[config.mk]
export PLATFORM = sky130hd
export DESIGN_NAME = ppm_port_ctrl
export DESIGN_NICKNAME = d
export VERILOG_FILES = /design/src/shared/ppm_pkg.sv /design/src/core/ppm_port_ctrl.sv
export VERILOG_INCLUDE_DIRS = /design/src /design/src/shared
export SDC_FILE = /design/constraint.sdc
export NUM_CORES = 1
export LEC_CHECK = 0
export ABC_AREA = 1
export BUFFER_PORTS_ARGS = -buffer_cell sky130_fd_sc_hd__buf_2
export CAP_MARGIN = 40
export CELL_PAD_IN_SITES_DETAIL_PLACEMENT = 1
export CELL_PAD_IN_SITES_GLOBAL_PLACEMENT = 1
export CORE_ASPECT_RATIO = 1.2
export CORE_MARGIN = 3
export CORE_UTILIZATION = 39
export DETAILED_ROUTE_END_ITERATION = 10
export GPL_ROUTABILITY_DRIVEN = 1
export PLACE_DENSITY_LB_ADDON = 0.1
export SYNTH_ARGS = -nofsm -noshare
export SYNTH_HDL_FRONTEND = slang
export SYNTH_SLANG_ARGS = --single-unit
[constraint.sdc]
create_clock -name ref_clk -period 1.8 [get_ports ref_clk]
set_clock_uncertainty 0.05 [all_clocks]
set_input_delay 0.27 -clock ref_clk [delete_from_list [all_inputs] [get_ports ref_clk]]
set_output_delay 0.27 -clock ref_clk [all_outputs]
set_load 0.01 [all_outputs]
[src/shared/ppm_defs.svh]
`ifndef PPM_DEFS_SVH
`define PPM_DEFS_SVH
// Clock rate and timing
`define PPM_CLK_KHZ 100000
`define PPM_RST_LOW_CYC 6
`define PPM_CONV_TIME_US 1280
`define PPM_OPT_LOAD_US 1000
`define PPM_FRAME_HZ 100
// Converter full scale code
`define PPM_ADC_FULL 6'h3F
`define PPM_ADC_MSB 5
// Avalon register byte offsets
`define PPM_REG_CTRL 4'h0
`define PPM_REG_PORTS 4'h4
`define PPM_REG_STAT 4'h8
`define PPM_REG_ADC 4'hC
// Control register fields
`define PPM_CTL_IRQEN 0
`define PPM_CTL_HOLD_ENABLE_FLAG 1
`define PPM_CTL_LCDSEL 2
`define PPM_CTL_PSEL 3
`define PPM_CTL_ADCGO 4
// Instruction codes on ins_code
`define PPM_INS_NONE 3'h0
`define PPM_INS_IN 3'h1
`define PPM_INS_OUT 3'h2
`define PPM_INS_FPC 3'h3
`endif

[src/shared/ppm_pkg.sv]
package ppm_pkg;
  typedef enum {PPM_RST, PPM_OPT, PPM_RUN} ppm_phase_t;
  typedef enum {PPM_AIDLE, PPM_ACONV} ppm_adc_t;
endpackage
[src/core/ppm_port_ctrl.sv]
// Our own choices: the Avalon-MM register port and the register addresses.
`timescale 1ns/1ns
`default_nettype none
`include "ppm_defs.svh"
// Function
// - Key-port pull-downs switch all four pins together.
// - Battery_retention_mode mode blocks key port and general input port reads.
// - Unbalanced and CMOS output ports float in battery_retention_mode mode.
// - Unbalanced and CMOS output ports drive low during reset.
// - Read or pin-test instruction latches bidirectional port as input.
// - Write, bit-set or bit-reset latches bidirectional port as output.
// - Both bidirectional ports return to input during reset.
// - Battery_retention_mode mode: bidirectional ports input with input path off.
// - Second bidirectional port direction set per pin by config instruction.
// - Open-drain port floats in reset and battery_retention_mode; bits 2,3 carry DAC.
// - Status set/reset switch four shared pins LCD or CMOS together when the general-use option is set.
// - Shared pins select LCD segment-off at reset, low in battery_retention_mode.
// - General option: shared pins show port register or output latch.
// - LCD drive at 100 Hz frame, half duty, half bias.
// - Upper segment group may be general outputs by option.
// - Commons keep normal waveform in reset, low in battery_retention_mode.
// - Six-bit successive approximation over 1.28 ms, 3FH full scale.
// - Falling edge on interrupt pin raises irq when enabled.
// - Hold mode when hold enable set and hold pin low.
// - Reset begins after six consecutive low samples.
// - Options load over about 1 ms, then execution starts at 0.
// - Options: watchdog, pull-downs, cycle time, LCD or general use.
module ppm_port_ctrl
  import ppm_pkg::*;
#(
  parameter int OPT_LOAD_CYC = (`PPM_OPT_LOAD_US * (`PPM_CLK_KHZ / 1000)),
  parameter int CONV_CYC = (`PPM_CONV_TIME_US * (`PPM_CLK_KHZ / 1000)),
  parameter int LCD_HALF_CYC = (`PPM_CLK_KHZ * 1000) / (`PPM_FRAME_HZ * 2),
  parameter logic [1:0] OPT_CYCLE_TIME = 2'h0,
  parameter logic OPT_WATCHDOG = 1'b0,
  parameter logic OPT_PULLDOWN = 1'b1,
  parameter logic OPT_GEN_SEG = 1'b0
) (
  input wire logic ref_clk,
  input wire logic nrst,
  input wire logic reset_n_pin,
  input wire logic battery_retention_mode,
  input wire logic irq_pin,
  input wire logic hold_pin,
  input wire logic outage_sense_pin,
  input wire logic [3:0] key_in_port,
  input wire logic [3:0] gen_in_port,
  input wire logic [3:0] latched_bidir_port_in,
  input wire logic [3:0] pin_dir_bidir_port_in,
  input wire logic adc_cmp,
  input wire logic [1:0] dac_bits,
  input wire logic [2:0] ins_code,
  input wire logic [3:0] ins_data,
  input wire logic [3:0] avs_address,
  input wire logic avs_read,
  input wire logic avs_write,
  input wire logic [31:0] avs_writedata,
  output logic [31:0] avs_readdata,
  output logic avs_waitrequest,
  output logic key_pulldown_en,
  output logic [3:0] unbal_out_port1,
  output logic [3:0] unbal_out_port1_oe,
  output logic [3:0] unbal_out_port2,
  output logic [3:0] unbal_out_port2_oe,
  output logic [3:0] cmos_out_port,
  output logic [3:0] cmos_out_port_oe,
  output logic [3:0] latched_bidir_port_out,
  output logic [3:0] latched_bidir_port_oe,
  output logic [3:0] pin_dir_bidir_port_out,
  output logic [3:0] pin_dir_bidir_port_oe,
  output logic [3:0] open_drain_port_oe,
  output logic [3:0] shared_port_segment,
  output logic [9:0] upper_segment,
  output logic [1:0] lcd_common_a,
  output logic [1:0] lcd_common_a_mid,
  output logic adc_dac_out,
  output logic irq_req,
  output logic hold_mode,
  output logic core_run,
  output logic [1:0] cycle_time_sel,
  output logic watchdog_option
);

  // ==========================================
  // Input synchronisers
  logic [1:0] rst_s_r, irq_s_r, bkp_s_r, hold_s_r, sns_s_r;
  logic [3:0] key_s1_r, key_s2_r, gen_s1_r, gen_s2_r;
  logic [3:0] lb_s1_r, lb_s2_r, pd_s1_r, pd_s2_r;
  logic [1:0] adc_s_r;
  logic irq_d_r;

  // Two-flop capture of every pin
  always_ff @(posedge ref_clk or negedge nrst) begin
    if (!nrst) begin
      rst_s_r <= 2'h0; // Held in reset until pin seen high
      irq_s_r <= 2'h3;
      irq_d_r <= 1'b1;
      bkp_s_r <= 2'h0;
      hold_s_r <= 2'h3;
      sns_s_r <= 2'h0;
      adc_s_r <= 2'h0;
      key_s1_r <= 4'h0;
      key_s2_r <= 4'h0;
      gen_s1_r <= 4'h0;
      gen_s2_r <= 4'h0;
      lb_s1_r <= 4'h0;
      lb_s2_r <= 4'h0;
      pd_s1_r <= 4'h0;
      pd_s2_r <= 4'h0;
    end else begin
      rst_s_r <= {rst_s_r[0], reset_n_pin};
      irq_s_r <= {irq_s_r[0], irq_pin};
      irq_d_r <= irq_s_r[1];
      bkp_s_r <= {bkp_s_r[0], battery_retention_mode};
      hold_s_r <= {hold_s_r[0], hold_pin};
      sns_s_r <= {sns_s_r[0], outage_sense_pin};
      adc_s_r <= {adc_s_r[0], adc_cmp};
      key_s1_r <= key_in_port;
      key_s2_r <= key_s1_r;
      gen_s1_r <= gen_in_port;
      gen_s2_r <= gen_s1_r;
      lb_s1_r <= latched_bidir_port_in;
      lb_s2_r <= lb_s1_r;
      pd_s1_r <= pin_dir_bidir_port_in;
      pd_s2_r <= pd_s1_r;
    end
  end

  wire logic bkp = bkp_s_r[1];

  // ==========================================
  // Reset filter and start-up phase
  ppm_phase_t phase_r, phase_nxt;
  logic [2:0] low_cnt_r, low_cnt_nxt;
  logic [31:0] opt_cnt_r, opt_cnt_nxt;
  logic in_rst;

  // Low count, option load timer
  always_comb begin
    low_cnt_nxt = low_cnt_r;
    phase_nxt = phase_r;
    opt_cnt_nxt = opt_cnt_r;
    if (rst_s_r[1]) begin
      low_cnt_nxt = 3'h0;
    end else if (low_cnt_r != 3'(`PPM_RST_LOW_CYC)) begin
      low_cnt_nxt = low_cnt_r + 3'h1;
    end
    case (phase_r)
      PPM_RST: begin
        opt_cnt_nxt = 32'h0;
        if (rst_s_r[1]) begin
          phase_nxt = PPM_OPT;
        end
      end
      PPM_OPT: begin
        opt_cnt_nxt = opt_cnt_r + 32'h1;
        if (opt_cnt_r == 32'(OPT_LOAD_CYC - 1)) begin
          phase_nxt = PPM_RUN;
        end
      end
      PPM_RUN: begin
      end
      default: phase_nxt = PPM_RST;
    endcase
    if (low_cnt_nxt == 3'(`PPM_RST_LOW_CYC)) begin
      phase_nxt = PPM_RST;
    end
  end

  always_ff @(posedge ref_clk or negedge nrst) begin
    if (!nrst) begin
      low_cnt_r <= 3'h0;
      phase_r <= PPM_RST;
      opt_cnt_r <= 32'h0;
    end else begin
      low_cnt_r <= low_cnt_nxt;
      phase_r <= phase_nxt;
      opt_cnt_r <= opt_cnt_nxt;
    end
  end

  assign in_rst = (phase_r == PPM_RST);
  wire logic opt_ok = (phase_r == PPM_RUN);

  // ==========================================
  // Software registers and port state
  logic [4:0] ctrl_r, ctrl_nxt;
  logic [3:0] b1_r, b1_nxt, b2_r, b2_nxt, d_r, d_nxt, h_r, h_nxt;
  logic [3:0] e_r, e_nxt, f_r, f_nxt, fdir_r, fdir_nxt;
  logic [3:0] shared_port_reg_r, shared_port_reg_nxt, glatch_r, glatch_nxt;
  logic e_out_r, e_out_nxt;
  logic [31:0] rd_r, rd_nxt;
  logic ack_r, ack_nxt;
  logic [5:0] adc_res_r;
  logic adc_busy;

  // Write decode, instruction decode, read mux
  always_comb begin
    ctrl_nxt = ctrl_r;
    {b1_nxt, b2_nxt, d_nxt, h_nxt} = {b1_r, b2_r, d_r, h_r};
    {e_nxt, f_nxt, fdir_nxt} = {e_r, f_r, fdir_r};
    {shared_port_reg_nxt, glatch_nxt} = {shared_port_reg_r, glatch_r};
    e_out_nxt = e_out_r;
    rd_nxt = rd_r;
    ack_nxt = 1'b0;
    ctrl_nxt[`PPM_CTL_ADCGO] = 1'b0;
    if ((avs_read || avs_write) && !ack_r) begin
      ack_nxt = 1'b1;
      rd_nxt = 32'h0;
      if (avs_write) begin
        case (avs_address)
          `PPM_REG_CTRL: ctrl_nxt = avs_writedata[4:0];
          `PPM_REG_PORTS: begin
            {glatch_nxt, shared_port_reg_nxt, h_nxt, d_nxt} = avs_writedata[15:0];
            {b2_nxt, b1_nxt} = avs_writedata[23:16];
          end
          default: ;
        endcase
      end else begin
        case (avs_address)
          `PPM_REG_CTRL: rd_nxt = {27'h0, ctrl_r};
          `PPM_REG_PORTS: rd_nxt = {16'h0, bkp ? 4'h0 : gen_s2_r, bkp ? 4'h0 : key_s2_r,
                                    bkp ? 4'h0 : pd_s2_r, bkp ? 4'h0 : lb_s2_r};
          `PPM_REG_STAT: rd_nxt = {26'h0, adc_busy, hold_mode, sns_s_r[1], bkp,
                                   opt_ok, in_rst};
          `PPM_REG_ADC: rd_nxt = {26'h0, adc_res_r};
          default: rd_nxt = 32'h0;
        endcase
      end
    end
    case (ins_code)
      `PPM_INS_IN: e_out_nxt = 1'b0;
      `PPM_INS_OUT: begin
        e_out_nxt = 1'b1;
        e_nxt = ins_data;
      end
      `PPM_INS_FPC: fdir_nxt = ins_data;
      default: ;
    endcase
    if (in_rst) begin
      e_out_nxt = 1'b0;
      fdir_nxt = 4'h0;
      ctrl_nxt[`PPM_CTL_LCDSEL] = 1'b1;
      ctrl_nxt[`PPM_CTL_IRQEN] = 1'b0;
      ctrl_nxt[`PPM_CTL_HOLD_ENABLE_FLAG] = 1'b0;
    end
    f_nxt = f_r;
  end

  always_ff @(posedge ref_clk or negedge nrst) begin
    if (!nrst) begin
      ctrl_r <= 5'h04;
      {b1_r, b2_r, d_r, h_r} <= 16'h0;
      {e_r, f_r, fdir_r} <= 12'h0;
      {shared_port_reg_r, glatch_r} <= 8'h0;
      e_out_r <= 1'b0;
      rd_r <= 32'h0;
      ack_r <= 1'b0;
    end else begin
      ctrl_r <= ctrl_nxt;
      {b1_r, b2_r, d_r, h_r} <= {b1_nxt, b2_nxt, d_nxt, h_nxt};
      {e_r, f_r, fdir_r} <= {e_nxt, f_nxt, fdir_nxt};
      {shared_port_reg_r, glatch_r} <= {shared_port_reg_nxt, glatch_nxt};
      e_out_r <= e_out_nxt;
      rd_r <= rd_nxt;
      ack_r <= ack_nxt;
    end
  end

  // ==========================================
  // LCD timing: 100 Hz frame, two commons
  logic [31:0] lcd_cnt_r, lcd_cnt_nxt;
  logic [1:0] lcd_ph_r, lcd_ph_nxt;

  always_comb begin
    lcd_cnt_nxt = lcd_cnt_r + 32'h1;
    lcd_ph_nxt = lcd_ph_r;
    if (lcd_cnt_r == 32'(LCD_HALF_CYC / 2 - 1)) begin
      lcd_cnt_nxt = 32'h0;
      lcd_ph_nxt = lcd_ph_r + 2'h1;
    end
  end

  always_ff @(posedge ref_clk or negedge nrst) begin
    if (!nrst) begin
      lcd_cnt_r <= 32'h0;
      lcd_ph_r <= 2'h0;
    end else begin
      lcd_cnt_r <= lcd_cnt_nxt;
      lcd_ph_r <= lcd_ph_nxt;
    end
  end

  // ==========================================
  // Six-bit successive approximation converter
  ppm_adc_t adc_st_r, adc_st_nxt;
  logic [5:0] adc_res_nxt, adc_trial_r, adc_trial_nxt;
  logic [2:0] adc_bit_r, adc_bit_nxt;
  logic [31:0] adc_cnt_r, adc_cnt_nxt;

  // one bit per sixth of conversion
  always_comb begin
    adc_st_nxt = adc_st_r;
    adc_res_nxt = adc_res_r;
    adc_trial_nxt = adc_trial_r;
    adc_bit_nxt = adc_bit_r;
    adc_cnt_nxt = adc_cnt_r;
    case (adc_st_r)
      PPM_AIDLE: begin
        if (ctrl_r[`PPM_CTL_ADCGO]) begin
          adc_st_nxt = PPM_ACONV;
          adc_bit_nxt = 3'(`PPM_ADC_MSB);
          adc_trial_nxt = 6'h20;
          adc_cnt_nxt = 32'h0;
        end
      end
      PPM_ACONV: begin
        adc_cnt_nxt = adc_cnt_r + 32'h1;
        if (adc_cnt_r == 32'(CONV_CYC / 6 - 1)) begin
          adc_cnt_nxt = 32'h0;
          if (!adc_s_r[1]) begin
            adc_trial_nxt[adc_bit_r] = 1'b0;
          end
          if (adc_bit_r == 3'h0) begin
            adc_res_nxt = adc_trial_nxt & `PPM_ADC_FULL;
            adc_st_nxt = PPM_AIDLE;
          end else begin
            adc_bit_nxt = adc_bit_r - 3'h1;
            adc_trial_nxt[adc_bit_r - 3'h1] = 1'b1;
          end
        end
      end
      default: adc_st_nxt = PPM_AIDLE;
    endcase
  end

  always_ff @(posedge ref_clk or negedge nrst) begin
    if (!nrst) begin
      adc_st_r <= PPM_AIDLE;
      adc_res_r <= 6'h0;
      adc_trial_r <= 6'h0;
      adc_bit_r <= 3'h0;
      adc_cnt_r <= 32'h0;
    end else begin
      adc_st_r <= adc_st_nxt;
      adc_res_r <= adc_res_nxt;
      adc_trial_r <= adc_trial_nxt;
      adc_bit_r <= adc_bit_nxt;
      adc_cnt_r <= adc_cnt_nxt;
    end
  end

  assign adc_busy = (adc_st_r == PPM_ACONV);

  // ==========================================
  // Registered pin outputs
  logic [3:0] shared_nxt;
  logic [1:0] com_nxt, mid_nxt;
  logic lcd_mode;
  always_comb begin
    lcd_mode = ctrl_r[`PPM_CTL_LCDSEL] || !opt_ok || !OPT_GEN_SEG;
    // half duty: active common drives high while the other is low; both sit mid in even phases
    com_nxt = {lcd_ph_r == 2'h3, lcd_ph_r == 2'h1};
    mid_nxt = {!lcd_ph_r[0], !lcd_ph_r[0]};
    shared_nxt = {4{lcd_ph_r[1]}};
    if (!lcd_mode) begin
      shared_nxt = ctrl_r[`PPM_CTL_PSEL] ? shared_port_reg_r : glatch_r;
    end
    if (in_rst) begin
      shared_nxt = {4{lcd_ph_r[1]}};
    end
    if (bkp) begin
      com_nxt = 2'h0;
      mid_nxt = 2'h0;
      shared_nxt = 4'h0;
    end
  end

  always_ff @(posedge ref_clk or negedge nrst) begin
    if (!nrst) begin
      avs_readdata <= 32'h0;
      avs_waitrequest <= 1'b1;
      key_pulldown_en <= 1'b0;
      {unbal_out_port1, unbal_out_port2, cmos_out_port} <= 12'h0;
      {unbal_out_port1_oe, unbal_out_port2_oe, cmos_out_port_oe} <= 12'h0;
      {latched_bidir_port_out, latched_bidir_port_oe} <= 8'h0;
      {pin_dir_bidir_port_out, pin_dir_bidir_port_oe} <= 8'h0;
      open_drain_port_oe <= 4'h0;
      shared_port_segment <= 4'h0;
      upper_segment <= 10'h0;
      lcd_common_a <= 2'h0;
      lcd_common_a_mid <= 2'h0;
      adc_dac_out <= 1'b0;
      irq_req <= 1'b0;
      hold_mode <= 1'b0;
      core_run <= 1'b0;
      cycle_time_sel <= 2'h0;
      watchdog_option <= 1'b0;
    end else begin
      avs_readdata <= rd_nxt;
      avs_waitrequest <= !ack_nxt;
      key_pulldown_en <= opt_ok && OPT_PULLDOWN && !bkp;
      // low in reset, float in battery_retention_mode
      unbal_out_port1 <= in_rst ? 4'h0 : b1_r;
      unbal_out_port2 <= in_rst ? 4'h0 : b2_r;
      cmos_out_port <= in_rst ? 4'h0 : d_r;
      unbal_out_port1_oe <= {4{!bkp}};
      unbal_out_port2_oe <= {4{!bkp}};
      cmos_out_port_oe <= {4{!bkp}};
      latched_bidir_port_out <= e_r;
      latched_bidir_port_oe <= {4{e_out_r && !bkp && !in_rst}};
      pin_dir_bidir_port_out <= f_r;
      pin_dir_bidir_port_oe <= (bkp || in_rst) ? 4'h0 : fdir_r;
      // open drain released in reset and battery_retention_mode
      open_drain_port_oe <= (bkp || in_rst) ? 4'h0 : {~dac_bits & ~h_r[3:2], ~h_r[1:0]};
      shared_port_segment <= shared_nxt;
      upper_segment <= bkp ? 10'h0 : (lcd_mode ? {10{lcd_ph_r[1]}} : {2'h0, glatch_r, shared_port_reg_r});
      lcd_common_a <= com_nxt;
      lcd_common_a_mid <= mid_nxt;
      adc_dac_out <= adc_trial_r[adc_bit_r];
      // falling edge pulse, gated by enable
      irq_req <= irq_d_r && !irq_s_r[1] && ctrl_r[`PPM_CTL_IRQEN];
      hold_mode <= ctrl_r[`PPM_CTL_HOLD_ENABLE_FLAG] && !hold_s_r[1];
      // run from address 0 after options
      core_run <= opt_ok;
      cycle_time_sel <= opt_ok ? OPT_CYCLE_TIME : 2'h0;
      watchdog_option <= opt_ok && OPT_WATCHDOG;
    end
  end

endmodule
`default_nettype wire

# --- Yosys cells after proc, flatten, opt, wreduce, memory -nomap -nowiden ---
# Index checks and enable logic that the tools add are counted.
op_classes:
  n_bitwise: 7
  shifts: 0
  addsub: 6
  reduce_logical: 39
  div_mod_pow: 0
  n_lt_le_gt_ge: 4
  multipliers: 0
  muxes: 56
  n_eq_ne: 25
op_table:
  columns: ["operator", "count"]
  rows:
  - ["$mux W32", 9]
  - ["$pmux W32 S2", 3]
  - ["$add A32 B1 Y32 const B", 3]
  - ["$logic_not A32 Y1", 3]
  - ["$pmux W32 S3", 1]
  - ["$eq A32 B1 Y1 const B", 2]
  - ["$eq A32 B2 Y1 const B", 2]
  - ["$pmux W16 S4", 1]
  - ["$mux W4", 12]
  - ["$mux W6", 6]
  - ["$eq A32 B15 Y1 const B", 1]
  - ["$eq A32 B17 Y1 const B", 1]
  - ["$eq A32 B18 Y1 const B", 1]
  - ["$eq A32 B3 Y1 const B", 1]
  - ["$reduce_and A3 Y1", 7]
  - ["$mux W3", 6]
  - ["$mux W16", 1]
  - ["$mux W5", 3]
  - ["$pmux W6 S2", 1]
  - ["$reduce_bool A2 Y1", 6]
  - ["$mux W10", 1]
  - ["$ne A2 B2 Y1 const B", 5]
  - ["$logic_and A1 B1 Y1", 9]
  - ["$ne A3 B3 Y1 const B", 3]
  - ["other kinds (30)", 49]
word_totals:
  n_memories: 0
  output_inout_bits: 103
  mem_bits_ro: 0
  latchBits: 0
  mem_bits_rw: 0
  regBits: 338

# --- Depth between registers and ports, before layout ---
logic_depth:
  ltp_word: 13
  depth_mapped: 12
  ltp_nobuf: 11

# --- Least setup slack after synthesis ---
# OpenSTA, ideal clock, no wires.
synth_timing:
  kind: "register to register"
  from: "reg adc_bit_r[0]"
  to: "reg adc_trial_r[4]"
  t_arrival_ps: 1620
  setup_time_ps: 65
  path_slack_ps: 65
  period_less_slack_ps: 1735
  stages_incl_launch_ff: 9
  required_ps: 1685
  n_path_buf: 1
  cell_sequence: "dfrtp_1 -> clkbuf_1 -> inv_1 -> ha_1 -> xnor2_1 -> or2_2 -> o21ai_0 -> nand2_1 -> nand2_1"
synth_between:
  elab_chain_len: 13
  elab_cells_between_ends: 21
  cone_classes: "add/sub: 1; order compare: 4; mux: 10; bitwise: 3; reduce/logical: 3"
synth_rtl:
  columns: ["element", "line_no", "text"]
  rows:
  - ["start, declared", "ppm_port_ctrl.sv:298", "logic [2:0] adc_bit_r, adc_bit_nxt;"]
  - ["start signal, assigned", "ppm_port_ctrl.sv:348", "adc_bit_r <= adc_bit_nxt;"]
  - ["$lt A3 B4 Y1 (implied by the code) or $ge A3 B1 Y1 (tied branches)", "ppm_port_ctrl.sv:322", "adc_trial_nxt[adc_bit_r] = 1'b0;"]
  - ["$logic_and A1 B1 Y1 (implied by the code)", "ppm_port_ctrl.sv:322", null]
  - ["$mux W1 (implied by the code)", "ppm_port_ctrl.sv:322", null]
  - ["$demux W1 S3", "ppm_port_ctrl.sv:322", null]
  - ["$not A6 Y6 (no source line)", null, null]
  - ["$and A6 B6 Y6 (no source line)", null, null]
  - ["$mux W6", "ppm_port_ctrl.sv:321", "if (!adc_s_r[1]) begin"]
  - ["$mux W6", "ppm_port_ctrl.sv:319", "if (adc_cnt_r == 32'(CONV_CYC / 6 - 1)) begin"]
  - ["$mux W6", "ppm_port_ctrl.sv:308", "case (adc_st_r)"]
  - ["$or A6 B6 Y6 (no source line)", null, null]
  - ["$mux W6 *", "ppm_port_ctrl.sv:324", "if (adc_bit_r == 3'h0) begin"]
  - ["$mux W6 *", "ppm_port_ctrl.sv:319", null]
  - ["$pmux W6 S2 *", "ppm_port_ctrl.sv:308", null]
  - ["end signal, assigned", "ppm_port_ctrl.sv:347", "adc_trial_r <= adc_trial_nxt;"]
  - ["end, declared", "ppm_port_ctrl.sv:297", "logic [5:0] adc_res_nxt, adc_trial_r, adc_trial_nxt;"]
# Every way passes the cells marked *; elsewhere a longest branch is shown, timed or not. The select of a mux whose other input is x is not followed.
# A chain may end at the register's enable or synchronous reset.

# --- Final worst setup path ---
layout_timing:
  from: "reg adc_cnt_r[1]"
  to: "reg adc_res_r[3]"
layout_between:
  elab_chain_len: 2
layout_rtl:
  columns: ["element", "line_no", "text"]
  rows:
  - ["start, declared", "ppm_port_ctrl.sv:299", "logic [31:0] adc_cnt_r, adc_cnt_nxt;"]
  - ["start signal, assigned", "ppm_port_ctrl.sv:349", "adc_cnt_r <= adc_cnt_nxt;"]
  - ["$eq A32 B15 Y1", "ppm_port_ctrl.sv:319", null]
  - ["$reduce_and A3 Y1 (no source line)", null, null]
  - ["end signal, assigned", "ppm_port_ctrl.sv:346", "adc_res_r <= adc_res_nxt;"]
  - ["end, declared", "ppm_port_ctrl.sv:194", "logic [5:0] adc_res_r;"]
# Every way passes these cells.

==> reports/metrics.csv <==
stage,metric,value,unit
power,switching_share,0.294,
yosys,synthesis.instances,1470,
placed_design,numPortBuffers,134,
die,start_util,0.399,
critical_path,cp-end-kind,flip-flop,
critical_path,crit_chain,"inv_2, ha_1, nand2_1, nor2_1, nand2_1, nor2_2, nand2_4, nor2_4, buf_4, nand2_1, o21ai_0",
critical_path,cp_slowest_cell,dfrtp_1,
placed_design,hpwl,24.8,mm
cells_and_area,finish.instance_area,14700,sq um
critical_path,r2r_slack,0.1,ns
hold_path,whs_endpoint,avs_waitrequest,
yosys,synth_cell_types,45,
detailed_routing,drtIter0Drc,398,
power,p_sw,0.00438,W
critical_path,start_kind,flip-flop,
sta,holdWs,0.0825,ns
power,power_density,1010,nW/um^2
sta,tightest_slew,0.570,ns
yosys,synth_top_area_frac,0.504,
detailed_routing,routed_via_density,4.83,
critical_path,critical_path_arrival,2.11,ns
yosys,yosys_warnings,0,
global_routing,antenna_found_initial,0,
yosys,synth_area_leader_cell,dfrtp_1,
sta,setup_viol,0,
critical_path,crit_required,2.20,ns
critical_path,critPathMaxStageDelay,0.41,ns
die,io_pins,174,
critical_path,critPathKind,reg -> reg,
critical_path,rr_startpoint,adc_cnt_r[1],
sta,maxSlewViolCount,0,
hold_path,hp-class,in -> reg,
power,ir_drop,801,uV
yosys,syn_area,11900,sq um
cells_and_area,fin_nets,1771,
clock_tree,clk_pin_slew_worst_paths,0.06,ns
global_routing,grt_start_max_net_pins,52,
detailed_routing,wl,33.7,mm
clock_tree,worstSkewPairLatency,0.56,ns
yosys,seq_area_frac_synth,0.519,
global_routing,grtUsageTotal,0.204,
yosys,synthFlopType,dfrtp_1,
placed_design,gp_congestion,0.850,
run_status,status,finished clean,
die,die_h,198,um
hold_path,min-delay-start,avs_read,
sta,rsz0062_at_grt,true,
detailed_routing,drc,0,
critical_path,critPathBufInv,2,
cells_and_area,syn_to_final_growth,23.4,%
hold_path,holdPathStages,3,
clock_tree,cts_made_buffers,27,
clock_tree,cts_max_path_buffers,3,
placed_design,dpl_cell_area,13200,sq um
critical_path,cp_top_family,simple AND/OR/NAND/NOR gates,
flow_run,cap_violations,0,
global_routing,grt_pass1_wl,55.5,mm
detailed_routing,antenna_left,0,
yosys,synthTopCellsByCount,"387 x nand2_1, 240 x dfrtp_1, 201 x nor2_1",
sta,hold_viol,0,
clock_tree,ctsRootBufferMaster,clkbuf_16,
clock_tree,htree_num_levels,1,
yosys,ys_seq_elements,247,
die,die_w,166,um
cells_and_area,drive_gt1_frac,0.185,
detailed_routing,num_vias,10100,
sta,timing.final.crit_share,0.947,
die,dieArea,32700,sq um
critical_path,crit_fanout,4,
detailed_routing,first_pass_iters,4,
yosys,ys_async_sr_fraction,1.00,
critical_path,rr_endpoint,adc_res_r[3],
yosys,synth.area.top_cells,"dfrtp_1 50%, nand2_1 12%, nor2_1 6.3%",
critical_path,crit_top_cell,nand2_1,
clock_tree,cts_tree,done,
power,p_seq_frac,0.436,
detailed_routing,wl_per_cell,16.0,um
sta,fmax,587,MHz
yosys,syn_avg_cell_area,8.11,sq um
global_routing,grt_overflow,0,
power,power_frac_comb,0.180,
power,p_clk_frac,0.384,
power,p_int,0.0105,W
yosys,synth.most_common_cell,nand2_1,
yosys,synth_edf_count,0,
die,core_area,29900,sq um
clock_tree,clock-sinks,247,
cells_and_area,post-route-util,0.493,
power,total_leakage_power,7.30,nW
sta,period_minus_slack,1.70,ns
global_routing,grt_pass1_vias,10900,
sta,relSlewSlack,0.620,
die,rows,69,
critical_path,worstRegToRegCells,11,
[flip-flops by register name, indices dropped and copies added, names as in the netlist, 5 cells and up]
signal and cells:
lcd_cnt_r 32, adc_res_r 6, adc_cnt_r 32, adc_trial_r 6
opt_cnt_r 32, avs_readdata 16, ctrl_r 5
[kinds of logic after synthesis]
logic type	share of synthesized area
muxes	0.00283
AOI/OAI and AO/OA	0.0602
DFF	0.519
buffers and inverters	0.0986
other	0.000314
xor gates and xnor gates	0.0242
and+or+nand+nor	0.284
adders and majority gates	0.0105
[cell usage in the layout (no fill, tap or decap), types with 3 or more instances in the layout]
cell type,Yosys,routed
nand2_1,387,386
dfrtp_1,240,240
nor2_1,201,193
inv_1,175,169
buf_2,10,133
nand3_1,91,90
o21ai_0,69,69
buf_4,52,52
dlygate4sd3_1,0,47
nor3_1,42,40
a21oi_1,29,29
clkbuf_16,0,27
xor2_1,24,24
conb_1,1,23
o22ai_1,19,19
nor2_2,15,17
nand4_1,14,14
inv_2,7,13
nor2_4,5,11
ha_1,10,10
xnor2_1,9,9
nand2_2,8,7
dfstp_2,7,7
clkinv_2,0,7
buf_12,0,7
o21ai_1,6,6
nand3_2,5,5
nor3_2,3,4
and3_1,4,4
clkbuf_8,0,4
nor4_1,3,3
nor3_4,2,3
nand2_4,1,3
mux2_2,3,3
clkbuf_1,6,3
bufinv_16,0,3
clkinvlp_4,0,3
[power groups by stage]
stage	registers, W	logic [W]	clock network, W
floorplan	0.00662	0.00145	0
global placement	0.00655	0.00244	0
detailed placement	0.00657	0.00252	0
CTS	0.00649	0.00263	0.00587
global route	0.00656	0.00302	0.00613
finish	0.00649	0.00267	0.00571
[worst max path at each step]
stage,from,end,slack (ns),cells past startpoint
4_1_cts,adc_cnt_r[1],adc_trial_r[3],0.007,11
6_report,adc_cnt_r[1],adc_res_r[3],0.1,11
3_5_place_dp,adc_cnt_r[25],adc_trial_r[3],0.03,10
3_3_place_gp,adc_cnt_r[1],adc_trial_r[0],0.04,11
5_1_grt,adc_cnt_r[1],adc_res_r[3],-0.03,11
2_1_floorplan,adc_bit_r[0],adc_trial_r[4],0.07,8
[worst min-delay path, delay by kind of cell]
| kind | cells | cell delay (ns) |
|---|---|---|
| compound gates | 1 | 0.09 |
| buf+inv | 2 | 0.30 |
[layout make-up]
cell class,count,area (sq um)
Inverter,182,683
Timing Repair Buffer,240,1680
Clock inverter,15,176
Fill cell,3677,15200
Clock buffer,34,742
Sequential cell,247,6190
Multi-Input combinational cell,992,4750
Tap cell,390,488
Antenna cell,1,2.50
[per-layer routing]
| metal | vias to the layer above | track usage | share of wire |
|---|---|---|---|
| li1 | 4995 | - | - |
| met1 | 4960 | 0.247 | 0.42 |
| met2 | 138 | 0.386 | 0.53 |
| met3 | 46 | 0.0240 | 0.028 |
| met4 | 0 | 0.0555 | 0.020 |
| met5 | - | 0 | 0 |
[repair_timing]
action | CTS | global route
setup endpoints to repair | 0 | 36
hold endpoints to repair | 238 | 0
gates resized for setup | 0 | 29
hold buffers | 47 | 0
buffers inserted | 0 | 6
[metrics by stage]
| step | setup slack [ns] | std cells | setup TNS, ns | total power, W |
|---|---|---|---|---|
| floorplan | 0.0651 | 1492 | 0 | 0.00807 |
| global placement | 0.0450 | 1997 | 0 | 0.00899 |
| detailed placement | 0.0251 | 1997 | 0 | 0.00910 |
| CTS | 0.00671 | 2093 | 0 | 0.0150 |
| global route | -0.0285 | 2100 | -0.0588 | 0.0157 |
| finish | 0.0959 | 2101 | 0 | 0.0149 |
Note: power is estimated with default switching activity, not from simulation.
